===== config.mk =====
export PLATFORM = sky130hd
export DESIGN_NAME = phy_mii_mgmt_registers
export DESIGN_NICKNAME = d
export VERILOG_FILES = /design/src/logic/phy_mgmt_pkg.sv /design/src/logic/phy_mii_mgmt_registers.sv /design/src/logic/mdc_sampler.sv /design/src/logic/phy_port_regs.sv
export VERILOG_INCLUDE_DIRS = /design/src /design/src/logic
export SDC_FILE = /design/constraint.sdc
export NUM_CORES = 1
export LEC_CHECK = 0
export ABC_AREA = 1
export BUFFER_PORTS_ARGS = -buffer_cell sky130_fd_sc_hd__buf_2
export CAP_MARGIN = 20
export CORE_UTILIZATION = 30
export DETAILED_ROUTE_END_ITERATION = 6
export GPL_TIMING_DRIVEN = 0
export MAX_ROUTING_LAYER = met4
export SLEW_MARGIN = 10
export SYNTH_ARGS = -nofsm -noshare
export SYNTH_HDL_FRONTEND = slang
export SYNTH_SLANG_ARGS = --single-unit

===== constraint.sdc =====
create_clock -name clk -period 2.4 [get_ports clk]
set_input_delay 0.36 -clock clk [delete_from_list [all_inputs] [get_ports clk]]
set_output_delay 0.36 -clock clk [all_outputs]
set_load 0.1 [all_outputs]

===== src/logic/phy_mgmt_defs.svh =====
/*
 * Constants of the PHY management register set: register indices, bit
 * positions, reset values and the serial frame layout.
 * Assumes it is included by the design files by bare name.
 */
`ifndef PHY_MGMT_DEFS_SVH
`define PHY_MGMT_DEFS_SVH

// phy select addresses of the two ports
`define PM_PORT1_ADDR 5'h01
`define PM_PORT2_ADDR 5'h02

// register indices inside one phy
`define PM_IDX_CTRL 5'h00
`define PM_IDX_STAT 5'h01
`define PM_IDX_IDH 5'h02
`define PM_IDX_IDL 5'h03
`define PM_IDX_ADV 5'h04
`define PM_IDX_LPA 5'h05

// basic control bit positions
`define PM_CTRL_AN_BIT 12
`define PM_CTRL_MDIX_BIT 3
`define PM_CTRL_FEF_BIT 2
`define PM_CTRL_TX_BIT 1
`define PM_CTRL_LED_BIT 0

// advertisement bit positions
`define PM_ADV_PAUSE_BIT 10
`define PM_ADV_ABIL_HI 8
`define PM_ADV_ABIL_LO 5

// fixed fields
`define PM_STAT_CAPS 4'hF
`define PM_SELECTOR 5'h01

// reset of the aliased control set: an on, disables off, pause and all
// four abilities advertised
`define PM_CTRL_RESET 10'h21F

// serial frame
`define PM_PREAMBLE 6'h20
`define PM_OP_RD 2'h2
`define PM_OP_WR 2'h1
`define PM_HEAD_LAST 6'h0B
`define PM_TURN_LAST 6'h01
`define PM_DATA_LAST 6'h0F

`endif


===== src/logic/phy_mgmt_pkg.sv =====
/*
 * Types of the PHY management register set: control and status carriers
 * and the serial frame states.
 * Assumes nothing beyond a SystemVerilog compiler.
 */
package phy_mgmt_pkg;

    typedef struct packed {
        logic an_enable;
        logic mdix_off;
        logic fef_off;
        logic tx_off;
        logic led_off;
        logic adv_pause;
        logic [3:0] adv;
    } port_ctrl_type;

    typedef struct packed {
        logic link_up;
        logic an_done;
        logic far_fault;
        logic lp_pause;
        logic [3:0] lp_abil;
    } port_stat_type;

    typedef enum logic [2:0] {
        ST_IDLE = 3'b000,
        ST_START = 3'b001,
        ST_HEAD = 3'b010,
        ST_TURN = 3'b011,
        ST_DATA = 3'b100
    } frame_state_type;

endpackage


===== src/logic/phy_mii_mgmt_registers.sv =====
/*
 * Management register set of the two copper phys, reached over the serial
 * management pins: frame decoder, read shifter, write commit and the two
 * per-port register sets.
 * Assumes the management pins are synchronous to clk and that the
 * management clock is at most a quarter of the clk rate.
 */
// How it works
// - a frame is taken only for phy address 0x1 (port 1) or 0x2 (port 2).
// - index 0x1 is status, 0x2/0x3 identifier, 0x4 advert, 0x5 partner.
// - control bit 3 set turns auto crossover off; it resets to 0.
// - control bit 2 set suppresses far-end fault, port 1 only, reset 0.
// - control bit 1 stops the transmitter, bit 0 the LEDs; both reset 0.
// - status bit 15 always reads 0.
// - status bits 14..11 read 1111 and bits 10..7 read 0000.
// - status bits 6, 1 and 0 always read 0.
// - status bit 5 shows negotiation done, bit 2 link up; both reset 0.
// - status bit 4 shows a far-end fault, only on port 1.
// - status bit 3 follows the negotiation enable bit, reset 1.
// - indices 0x2 and 0x3 return fixed identifier words; writes ignored.
// - advert bit 10 is writable, resets 1; bits 15..11 read 0.
// - advert bits 8..5 writable, reset 1; bits 4..0 read 00001.
// - partner ability bits 15..13 read 0.
`timescale 1ns/1ns
`include "phy_mgmt_defs.svh"
module phy_mii_mgmt_registers #(
    parameter logic [15:0] IDENT_HIGH = 16'h5A01, // arbitrary value
    parameter logic [15:0] IDENT_LOW = 16'h7C10 // arbitrary value
) (
    // clock and reset
    input wire logic clk,
    input wire logic reset_n,
    // management serial pins
    input wire logic mdc,
    input wire logic mdio_in,
    output logic mdio_out,
    output logic mdio_oe,
    // switch side, index 0 is port 1
    input wire logic [1:0] sw_wr,
    input wire phy_mgmt_pkg::port_ctrl_type [1:0] sw_wdata,
    input wire phy_mgmt_pkg::port_stat_type [1:0] port_stat,
    output phy_mgmt_pkg::port_ctrl_type [1:0] port_ctrl
);

    phy_mgmt_pkg::frame_state_type state_q;
    logic rise;
    logic bit_v;
    logic [5:0] cnt_q;
    logic [11:0] hdr_q;
    logic [11:0] head_w;
    logic head_hit;
    logic is_rd_q;
    logic [15:0] shift_q;
    logic mdio_out_q;
    logic mdio_oe_q;
    logic [1:0] wr_pulse_q;
    logic [15:0] wr_data_q;
    logic port2_sel;
    logic [15:0] rd_word;
    logic [1:0][15:0] rdata;

    mdc_sampler u_sampler (
        .clk(clk),
        .reset_n(reset_n),
        .mdc(mdc),
        .mdio_in(mdio_in),
        .rise_q(rise),
        .bit_q(bit_v)
    );

    // header with the bit now arriving: op, phy address, register index
    assign head_w = {hdr_q[10:0], bit_v};
    assign head_hit = (head_w[9:5] == `PM_PORT1_ADDR ||
                       head_w[9:5] == `PM_PORT2_ADDR) &&
                      (head_w[11:10] == `PM_OP_RD ||
                       head_w[11:10] == `PM_OP_WR);
    assign port2_sel = hdr_q[9:5] == `PM_PORT2_ADDR;
    assign rd_word = port2_sel ? rdata[1] : rdata[0];

    // frame sequencer, stepping once per management clock rise
    always_ff @(posedge clk or negedge reset_n) begin
        if (!reset_n) begin
            state_q <= phy_mgmt_pkg::ST_IDLE;
            cnt_q <= 6'h00;
        end else if (rise) begin
            case (state_q)
                phy_mgmt_pkg::ST_IDLE: begin
                    if (bit_v) begin
                        if (cnt_q != `PM_PREAMBLE) begin
                            cnt_q <= cnt_q + 6'h01;
                        end
                    end else if (cnt_q == `PM_PREAMBLE) begin
                        state_q <= phy_mgmt_pkg::ST_START;
                        cnt_q <= 6'h00;
                    end else begin
                        cnt_q <= 6'h00;
                    end
                end
                phy_mgmt_pkg::ST_START: begin
                    state_q <= bit_v ? phy_mgmt_pkg::ST_HEAD
                                     : phy_mgmt_pkg::ST_IDLE;
                    cnt_q <= 6'h00;
                end
                phy_mgmt_pkg::ST_HEAD: begin
                    if (cnt_q == `PM_HEAD_LAST) begin
                        // frames for other phys are ignored whole
                        state_q <= head_hit ? phy_mgmt_pkg::ST_TURN
                                            : phy_mgmt_pkg::ST_IDLE;
                        cnt_q <= 6'h00;
                    end else begin
                        cnt_q <= cnt_q + 6'h01;
                    end
                end
                phy_mgmt_pkg::ST_TURN: begin
                    if (cnt_q == `PM_TURN_LAST) begin
                        state_q <= phy_mgmt_pkg::ST_DATA;
                        cnt_q <= 6'h00;
                    end else begin
                        cnt_q <= cnt_q + 6'h01;
                    end
                end
                phy_mgmt_pkg::ST_DATA: begin
                    if (cnt_q == `PM_DATA_LAST) begin
                        state_q <= phy_mgmt_pkg::ST_IDLE;
                        cnt_q <= 6'h00;
                    end else begin
                        cnt_q <= cnt_q + 6'h01;
                    end
                end
                default: begin
                    state_q <= phy_mgmt_pkg::ST_IDLE;
                    cnt_q <= 6'h00;
                end
            endcase
        end
    end

    // header capture; it stays put until the next frame's header
    always_ff @(posedge clk or negedge reset_n) begin
        if (!reset_n) begin
            hdr_q <= 12'h000;
            is_rd_q <= 1'b0;
        end else if (rise && state_q == phy_mgmt_pkg::ST_HEAD) begin
            hdr_q <= head_w;
            if (cnt_q == `PM_HEAD_LAST) begin
                is_rd_q <= head_w[11:10] == `PM_OP_RD;
            end
        end
    end

    // pin driver: zero in the second turnaround bit, then data msb first;
    // the word is frozen at the turnaround so a read sees one snapshot
    always_ff @(posedge clk or negedge reset_n) begin
        if (!reset_n) begin
            mdio_out_q <= 1'b0;
            mdio_oe_q <= 1'b0;
            shift_q <= 16'h0000;
        end else if (rise) begin
            mdio_oe_q <= 1'b0;
            mdio_out_q <= 1'b0;
            if (state_q == phy_mgmt_pkg::ST_TURN && is_rd_q) begin
                mdio_oe_q <= 1'b1;
                if (cnt_q == `PM_TURN_LAST) begin
                    mdio_out_q <= rd_word[15];
                    shift_q <= {rd_word[14:0], 1'b0};
                end
            end else if (state_q == phy_mgmt_pkg::ST_DATA) begin
                if (is_rd_q && cnt_q != `PM_DATA_LAST) begin
                    mdio_oe_q <= 1'b1;
                    mdio_out_q <= shift_q[15];
                    shift_q <= {shift_q[14:0], 1'b0};
                end else if (!is_rd_q) begin
                    shift_q <= {shift_q[14:0], bit_v};
                end
            end
        end
    end

    assign mdio_out = mdio_out_q;
    assign mdio_oe = mdio_oe_q;

    // write commit after the last data bit
    always_ff @(posedge clk or negedge reset_n) begin
        if (!reset_n) begin
            wr_pulse_q <= 2'b00;
            wr_data_q <= 16'h0000;
        end else begin
            wr_pulse_q <= 2'b00;
            if (rise && state_q == phy_mgmt_pkg::ST_DATA && !is_rd_q &&
                cnt_q == `PM_DATA_LAST) begin
                wr_pulse_q <= {port2_sel, ~port2_sel};
                wr_data_q <= {shift_q[14:0], bit_v};
            end
        end
    end

    for (genvar p = 0; p < 2; p++) begin : g_port
        phy_port_regs #(
            .HAS_FEF(p == 0),
            .IDENT_HIGH(IDENT_HIGH),
            .IDENT_LOW(IDENT_LOW)
        ) u_regs (
            .clk(clk),
            .reset_n(reset_n),
            .phy_wr(wr_pulse_q[p]),
            .reg_idx(hdr_q[4:0]),
            .phy_wdata(wr_data_q),
            .rdata(rdata[p]),
            .sw_wr(sw_wr[p]),
            .sw_wdata(sw_wdata[p]),
            .stat_in(port_stat[p]),
            .ctrl_q(port_ctrl[p])
        );

    end
endmodule


===== src/logic/mdc_sampler.sv =====
/*
 * Samples the management clock and data pins and marks each rising edge
 * of the management clock with a one-cycle pulse.
 * Assumes both pins are synchronous to clk.
 */
`timescale 1ns/1ns
module mdc_sampler (
    // clock and reset
    input wire logic clk,
    input wire logic reset_n,
    // pins
    input wire logic mdc,
    input wire logic mdio_in,
    // sampled view
    output logic rise_q,
    output logic bit_q
);

    logic mdc_q;

    always_ff @(posedge clk or negedge reset_n) begin
        if (!reset_n) begin
            mdc_q <= 1'b0;
            rise_q <= 1'b0;
            bit_q <= 1'b0;
        end else begin
            mdc_q <= mdc;
            rise_q <= mdc & ~mdc_q;
            bit_q <= mdio_in;
        end
    end

endmodule


===== src/logic/phy_port_regs.sv =====
/*
 * Register set of one phy: basic control, basic status, identifier words,
 * advertisement and partner ability, with the writable bits shared with
 * the switch's own per-port registers.
 * Assumes single-cycle write pulses and a stable register index.
 */
`timescale 1ns/1ns
`include "phy_mgmt_defs.svh"
module phy_port_regs #(
    parameter bit HAS_FEF = 1'b1,
    parameter logic [15:0] IDENT_HIGH = 16'h5A01, // arbitrary value
    parameter logic [15:0] IDENT_LOW = 16'h7C10 // arbitrary value
) (
    // clock and reset
    input wire logic clk,
    input wire logic reset_n,
    // management side
    input wire logic phy_wr,
    input wire logic [4:0] reg_idx,
    input wire logic [15:0] phy_wdata,
    output logic [15:0] rdata,
    // switch side
    input wire logic sw_wr,
    input wire phy_mgmt_pkg::port_ctrl_type sw_wdata,
    input wire phy_mgmt_pkg::port_stat_type stat_in,
    output phy_mgmt_pkg::port_ctrl_type ctrl_q
);

    phy_mgmt_pkg::port_stat_type stat_q;
    logic fault_seen;

    // a management write lands after a switch write in the same cycle
    always_ff @(posedge clk or negedge reset_n) begin
        if (!reset_n) begin
            ctrl_q <= phy_mgmt_pkg::port_ctrl_type'(`PM_CTRL_RESET);
        end else begin
            if (sw_wr) begin
                ctrl_q <= sw_wdata;
                ctrl_q.fef_off <= HAS_FEF & sw_wdata.fef_off;
            end
            if (phy_wr && reg_idx == `PM_IDX_CTRL) begin
                ctrl_q.an_enable <= phy_wdata[`PM_CTRL_AN_BIT];
                ctrl_q.mdix_off <= phy_wdata[`PM_CTRL_MDIX_BIT];
                ctrl_q.fef_off <= HAS_FEF & phy_wdata[`PM_CTRL_FEF_BIT];
                ctrl_q.tx_off <= phy_wdata[`PM_CTRL_TX_BIT];
                ctrl_q.led_off <= phy_wdata[`PM_CTRL_LED_BIT];
            end
            if (phy_wr && reg_idx == `PM_IDX_ADV) begin
                ctrl_q.adv_pause <= phy_wdata[`PM_ADV_PAUSE_BIT];
                ctrl_q.adv <= phy_wdata[`PM_ADV_ABIL_HI:`PM_ADV_ABIL_LO];
            end
        end
    end

    always_ff @(posedge clk or negedge reset_n) begin
        if (!reset_n) begin
            stat_q <= '0;
        end else begin
            stat_q <= stat_in;
        end
    end

    // suppressed detection reports no fault
    assign fault_seen = HAS_FEF & ~ctrl_q.fef_off & stat_q.far_fault;

    // indices without a register read zero, identifiers ignore writes
    always_comb begin
        rdata = 16'h0000;
        case (reg_idx)
            `PM_IDX_CTRL: begin
                rdata[`PM_CTRL_AN_BIT] = ctrl_q.an_enable;
                rdata[`PM_CTRL_MDIX_BIT] = ctrl_q.mdix_off;
                rdata[`PM_CTRL_FEF_BIT] = ctrl_q.fef_off;
                rdata[`PM_CTRL_TX_BIT] = ctrl_q.tx_off;
                rdata[`PM_CTRL_LED_BIT] = ctrl_q.led_off;
            end
            `PM_IDX_STAT: begin
                rdata = {1'b0, `PM_STAT_CAPS, 4'h0, 1'b0, stat_q.an_done,
                         fault_seen, ctrl_q.an_enable, stat_q.link_up,
                         2'b00};
            end
            `PM_IDX_IDH: rdata = IDENT_HIGH;
            `PM_IDX_IDL: rdata = IDENT_LOW;
            `PM_IDX_ADV: begin
                rdata = {5'h00, ctrl_q.adv_pause, 1'b0, ctrl_q.adv,
                         `PM_SELECTOR};
            end
            `PM_IDX_LPA: begin
                rdata = {5'h00, stat_q.lp_pause, 1'b0, stat_q.lp_abil,
                         5'h00};
            end
            default: rdata = 16'h0000;
        endcase
    end

endmodule


==> run metrics <==
storage element area 0.002217 mm2; number of CTS-inserted buffers 9; Sequential Power Share 0.453; Syn Inst Count 524; Max Clk Rate ~0.58 GHz; Relative slew margins 0.5886; Worst Path Arrival roughly 1400 ps; GPL Wtd Cong 0.8604; post-synthesis cell area between 0.004 and 0.005 mm2; Post-CTS Setup Repair Bufs 0; Combinational Power Share 0.133; non-filler cells, final roughly 780; grt total ovfl 0; Slew @ Worst Pin just over 600 ps; FF-to-FF Start hdr_q[8]; most frequent cells after synthesis nand2_1, dfrtp_1, inv_1; first-pass GRT wire length around 19,000 um; Post-CTS Resized 0; Critical Path RT between 2000 and 2500 ps; R2R setup slack 700 ps; status complete, no violations; Worst-path clk slew around 60 ps; Power Density roughly 670 mW/mm2; area taken by multi-input logic gates ~0.0018 mm2; Detailed Route Iter0 Violations roughly 170; hold slack between 15 and 20 ps; fraction of layout cells with a size suffix above 1 0.2313; slowest stage delay, CP around 590 ps; final instance area between 0.005 and 0.006 mm2; worst reg-to-reg path cell count 7; full die area 0.01502 mm2; Async SR Flop Fraction 1.000; dominant synthesized flop cell dfrtp_1; Yosys reg bits 88; Tcrit/Tclk final 0.7239; RSZ-0062 raised after global routing no; pre-CTS setup slack 709.7 ps; gr usage total 0.1665; wire length per cell between 10 and 15 um; setup_tns 0 ps; Core Region roughly 0.014 mm2; final count of negative-setup-slack endpoints 0; site row count 43; Slew Viols, Final 0; CTS Root Cell clkbuf_16; Chip Width between 100 and 150 um; critical path's slowest cell dfstp_2; overall power between 3 and 4 mW; fillcell total approximately 1.5k; Synth area leaders dfrtp_1, nand2_1, dfstp_2; TritonCTS clock tree done; synthesis warning total 0; Min Clock Period, post-route about 1700 ps; max cap viols 0; ant diodes 0; Worst setup EP type output pin; crit-path cells buf_2; number of remaining DRC errors 0; Hold WC Path Type in -> async; sequential area share after synthesis 0.5085; Critical path buffers and inverters 1; Sink Count 88; CP max FO 4; Routed WL around 11,000 um; post-synth cell types 35; most common cell in the netlist nand2_1; CTS Buffer Depth 2; Synth-to-Final Area Change 19.83%; clk_lat worst skew ~350 ps; reg-to-reg endpoint shift_q[3]; Lkg Pwr about 2.6 nW; fin nets approximately 640; Switch Pwr between 1 and 1.5 mW; half-perimeter wire length after placement between 8000 and 9000 um; DR vias between 3k and 4k; CTS H-tree lvls 3; Avg Inst Size Synth 8.321 um2; I/O Buffers 60; Placed Cells 765; Synth top area share 0.4362; vias in the first global route ~3.7k; placed cell area around 0.005 mm2; Sw Share 0.2910; Post-synth EDFFs 0; Crit Path Category reg -> out; chip height about 120 um; vias per cell around 4.8; initial antenna violation count 0; area leader, netlist dfrtp_1; final design utilization 0.3721; starting density of the core 0.3105; VDD IR max roughly 0.43 mV; I/O pin total 64; Post-Syn Nets 570; post-route ant nets 0; first drt pass iteration count 4; power share of the clock group 0.414; endpoints failing hold 0; Final WS setup approximately 660 ps; Critical Path Start Type flip-flop; hold_buf cts 0; Setup Skew roughly 13 ps; Int Pwr roughly 2.5 mW; Crit path max-delay family flip-flops; largest net degree at the start of global routing 46
[layout make-up]
class,count,share of cell area
plain buffers,18,0.02059
flip-flops and latches,88,0.4243
inverters,62,0.04550
multi-input cells,356,0.3441
well taps,180,0.04310
clock inverters,5,0.01269
repair buffers,61,0.06322
clock buffers,11,0.04646
[worst max path at each step]
stage / start / to / slack, ps / depth (start not counted)
after global placement: reset_n / g_port[1].u_regs.ctrl_q[8] / 170 / 1
after detailed placement: hdr_q[8] / shift_q[13] / 710 / 5
after floorplan: g_port[0].u_regs.ctrl_q[7] / shift_q[5] / 900 / 7
final: g_port[1].u_regs.ctrl_q[9] / port_ctrl[19] / 660 / 1
after global routing: hdr_q[8] / shift_q[9] / 490 / 7
after CTS: g_port[1].u_regs.ctrl_q[9] / port_ctrl[19] / 650 / 1
[cell usage in the layout, fill, tap and decap left out, types with 5 or more instances in the layout]
cell / count
buf_4: 5
nor2_4: 6
o21ai_0: 33
o211ai_1: 14
inv_1: 56
dfrtp_1: 76
dfstp_2: 12
nand2_1: 144
buf_2: 70
a21oi_1: 12
nor2_2: 6
nand3_1: 41
nand2_2: 5
nand4_1: 22
clkbuf_16: 9
nor2_1: 37
mux2_2: 5
o21ai_1: 10
[kinds of logic after synthesis]
group                    Yosys count  share of synthesized area
XOR/XNOR                           1                   0.002009
buffers and inverters             80                    0.07919
multiplexers                       5                    0.01291
AND/OR/NAND/NOR                  268                     0.2815
adder cells (fa/ha/maj)            4                    0.01148
other                              1                  0.0008600
AO/OA/AOI/OAI                     77                     0.1036
flip-flops                        88                     0.5085
[state kept, by name (all words and copies together) (netlist names)]
signal and flops:
u_sampler.bit_q 1, shift_q 16, state_q 3, mdio_out 1
hdr_q 11, g_port.u_regs.ctrl_q 19, mdio_oe 1, is_rd_q 1
wr_pulse_q 2, wr_data_q 10, g_port.u_regs.stat_q 15, u_sampler.rise_q 1
u_sampler.mdc_q 1, cnt_q 6
[power groups by stage]
stage	Clock, mW	Sequential, mW	Combinational, mW
3_3_place_gp	0	1.62	0.458
4_1_cts	1.50	1.60	0.474
5_1_grt	1.56	1.60	0.501
6_report	1.46	1.60	0.469
3_5_place_dp	0	1.62	0.472
2_1_floorplan	0	1.84	0.109
[per-layer routing]
layer | vias up | global-route usage | share of wire
met5 | - | - | 0
met4 | 0 | 0.04726 | 0.016
met3 | 14 | 0.04136 | 0.049
met2 | 96 | 0.2542 | 0.47
met1 | 1766 | 0.2181 | 0.47
li1 | 1852 | - | -
Power figures use the tool's default switching activity.
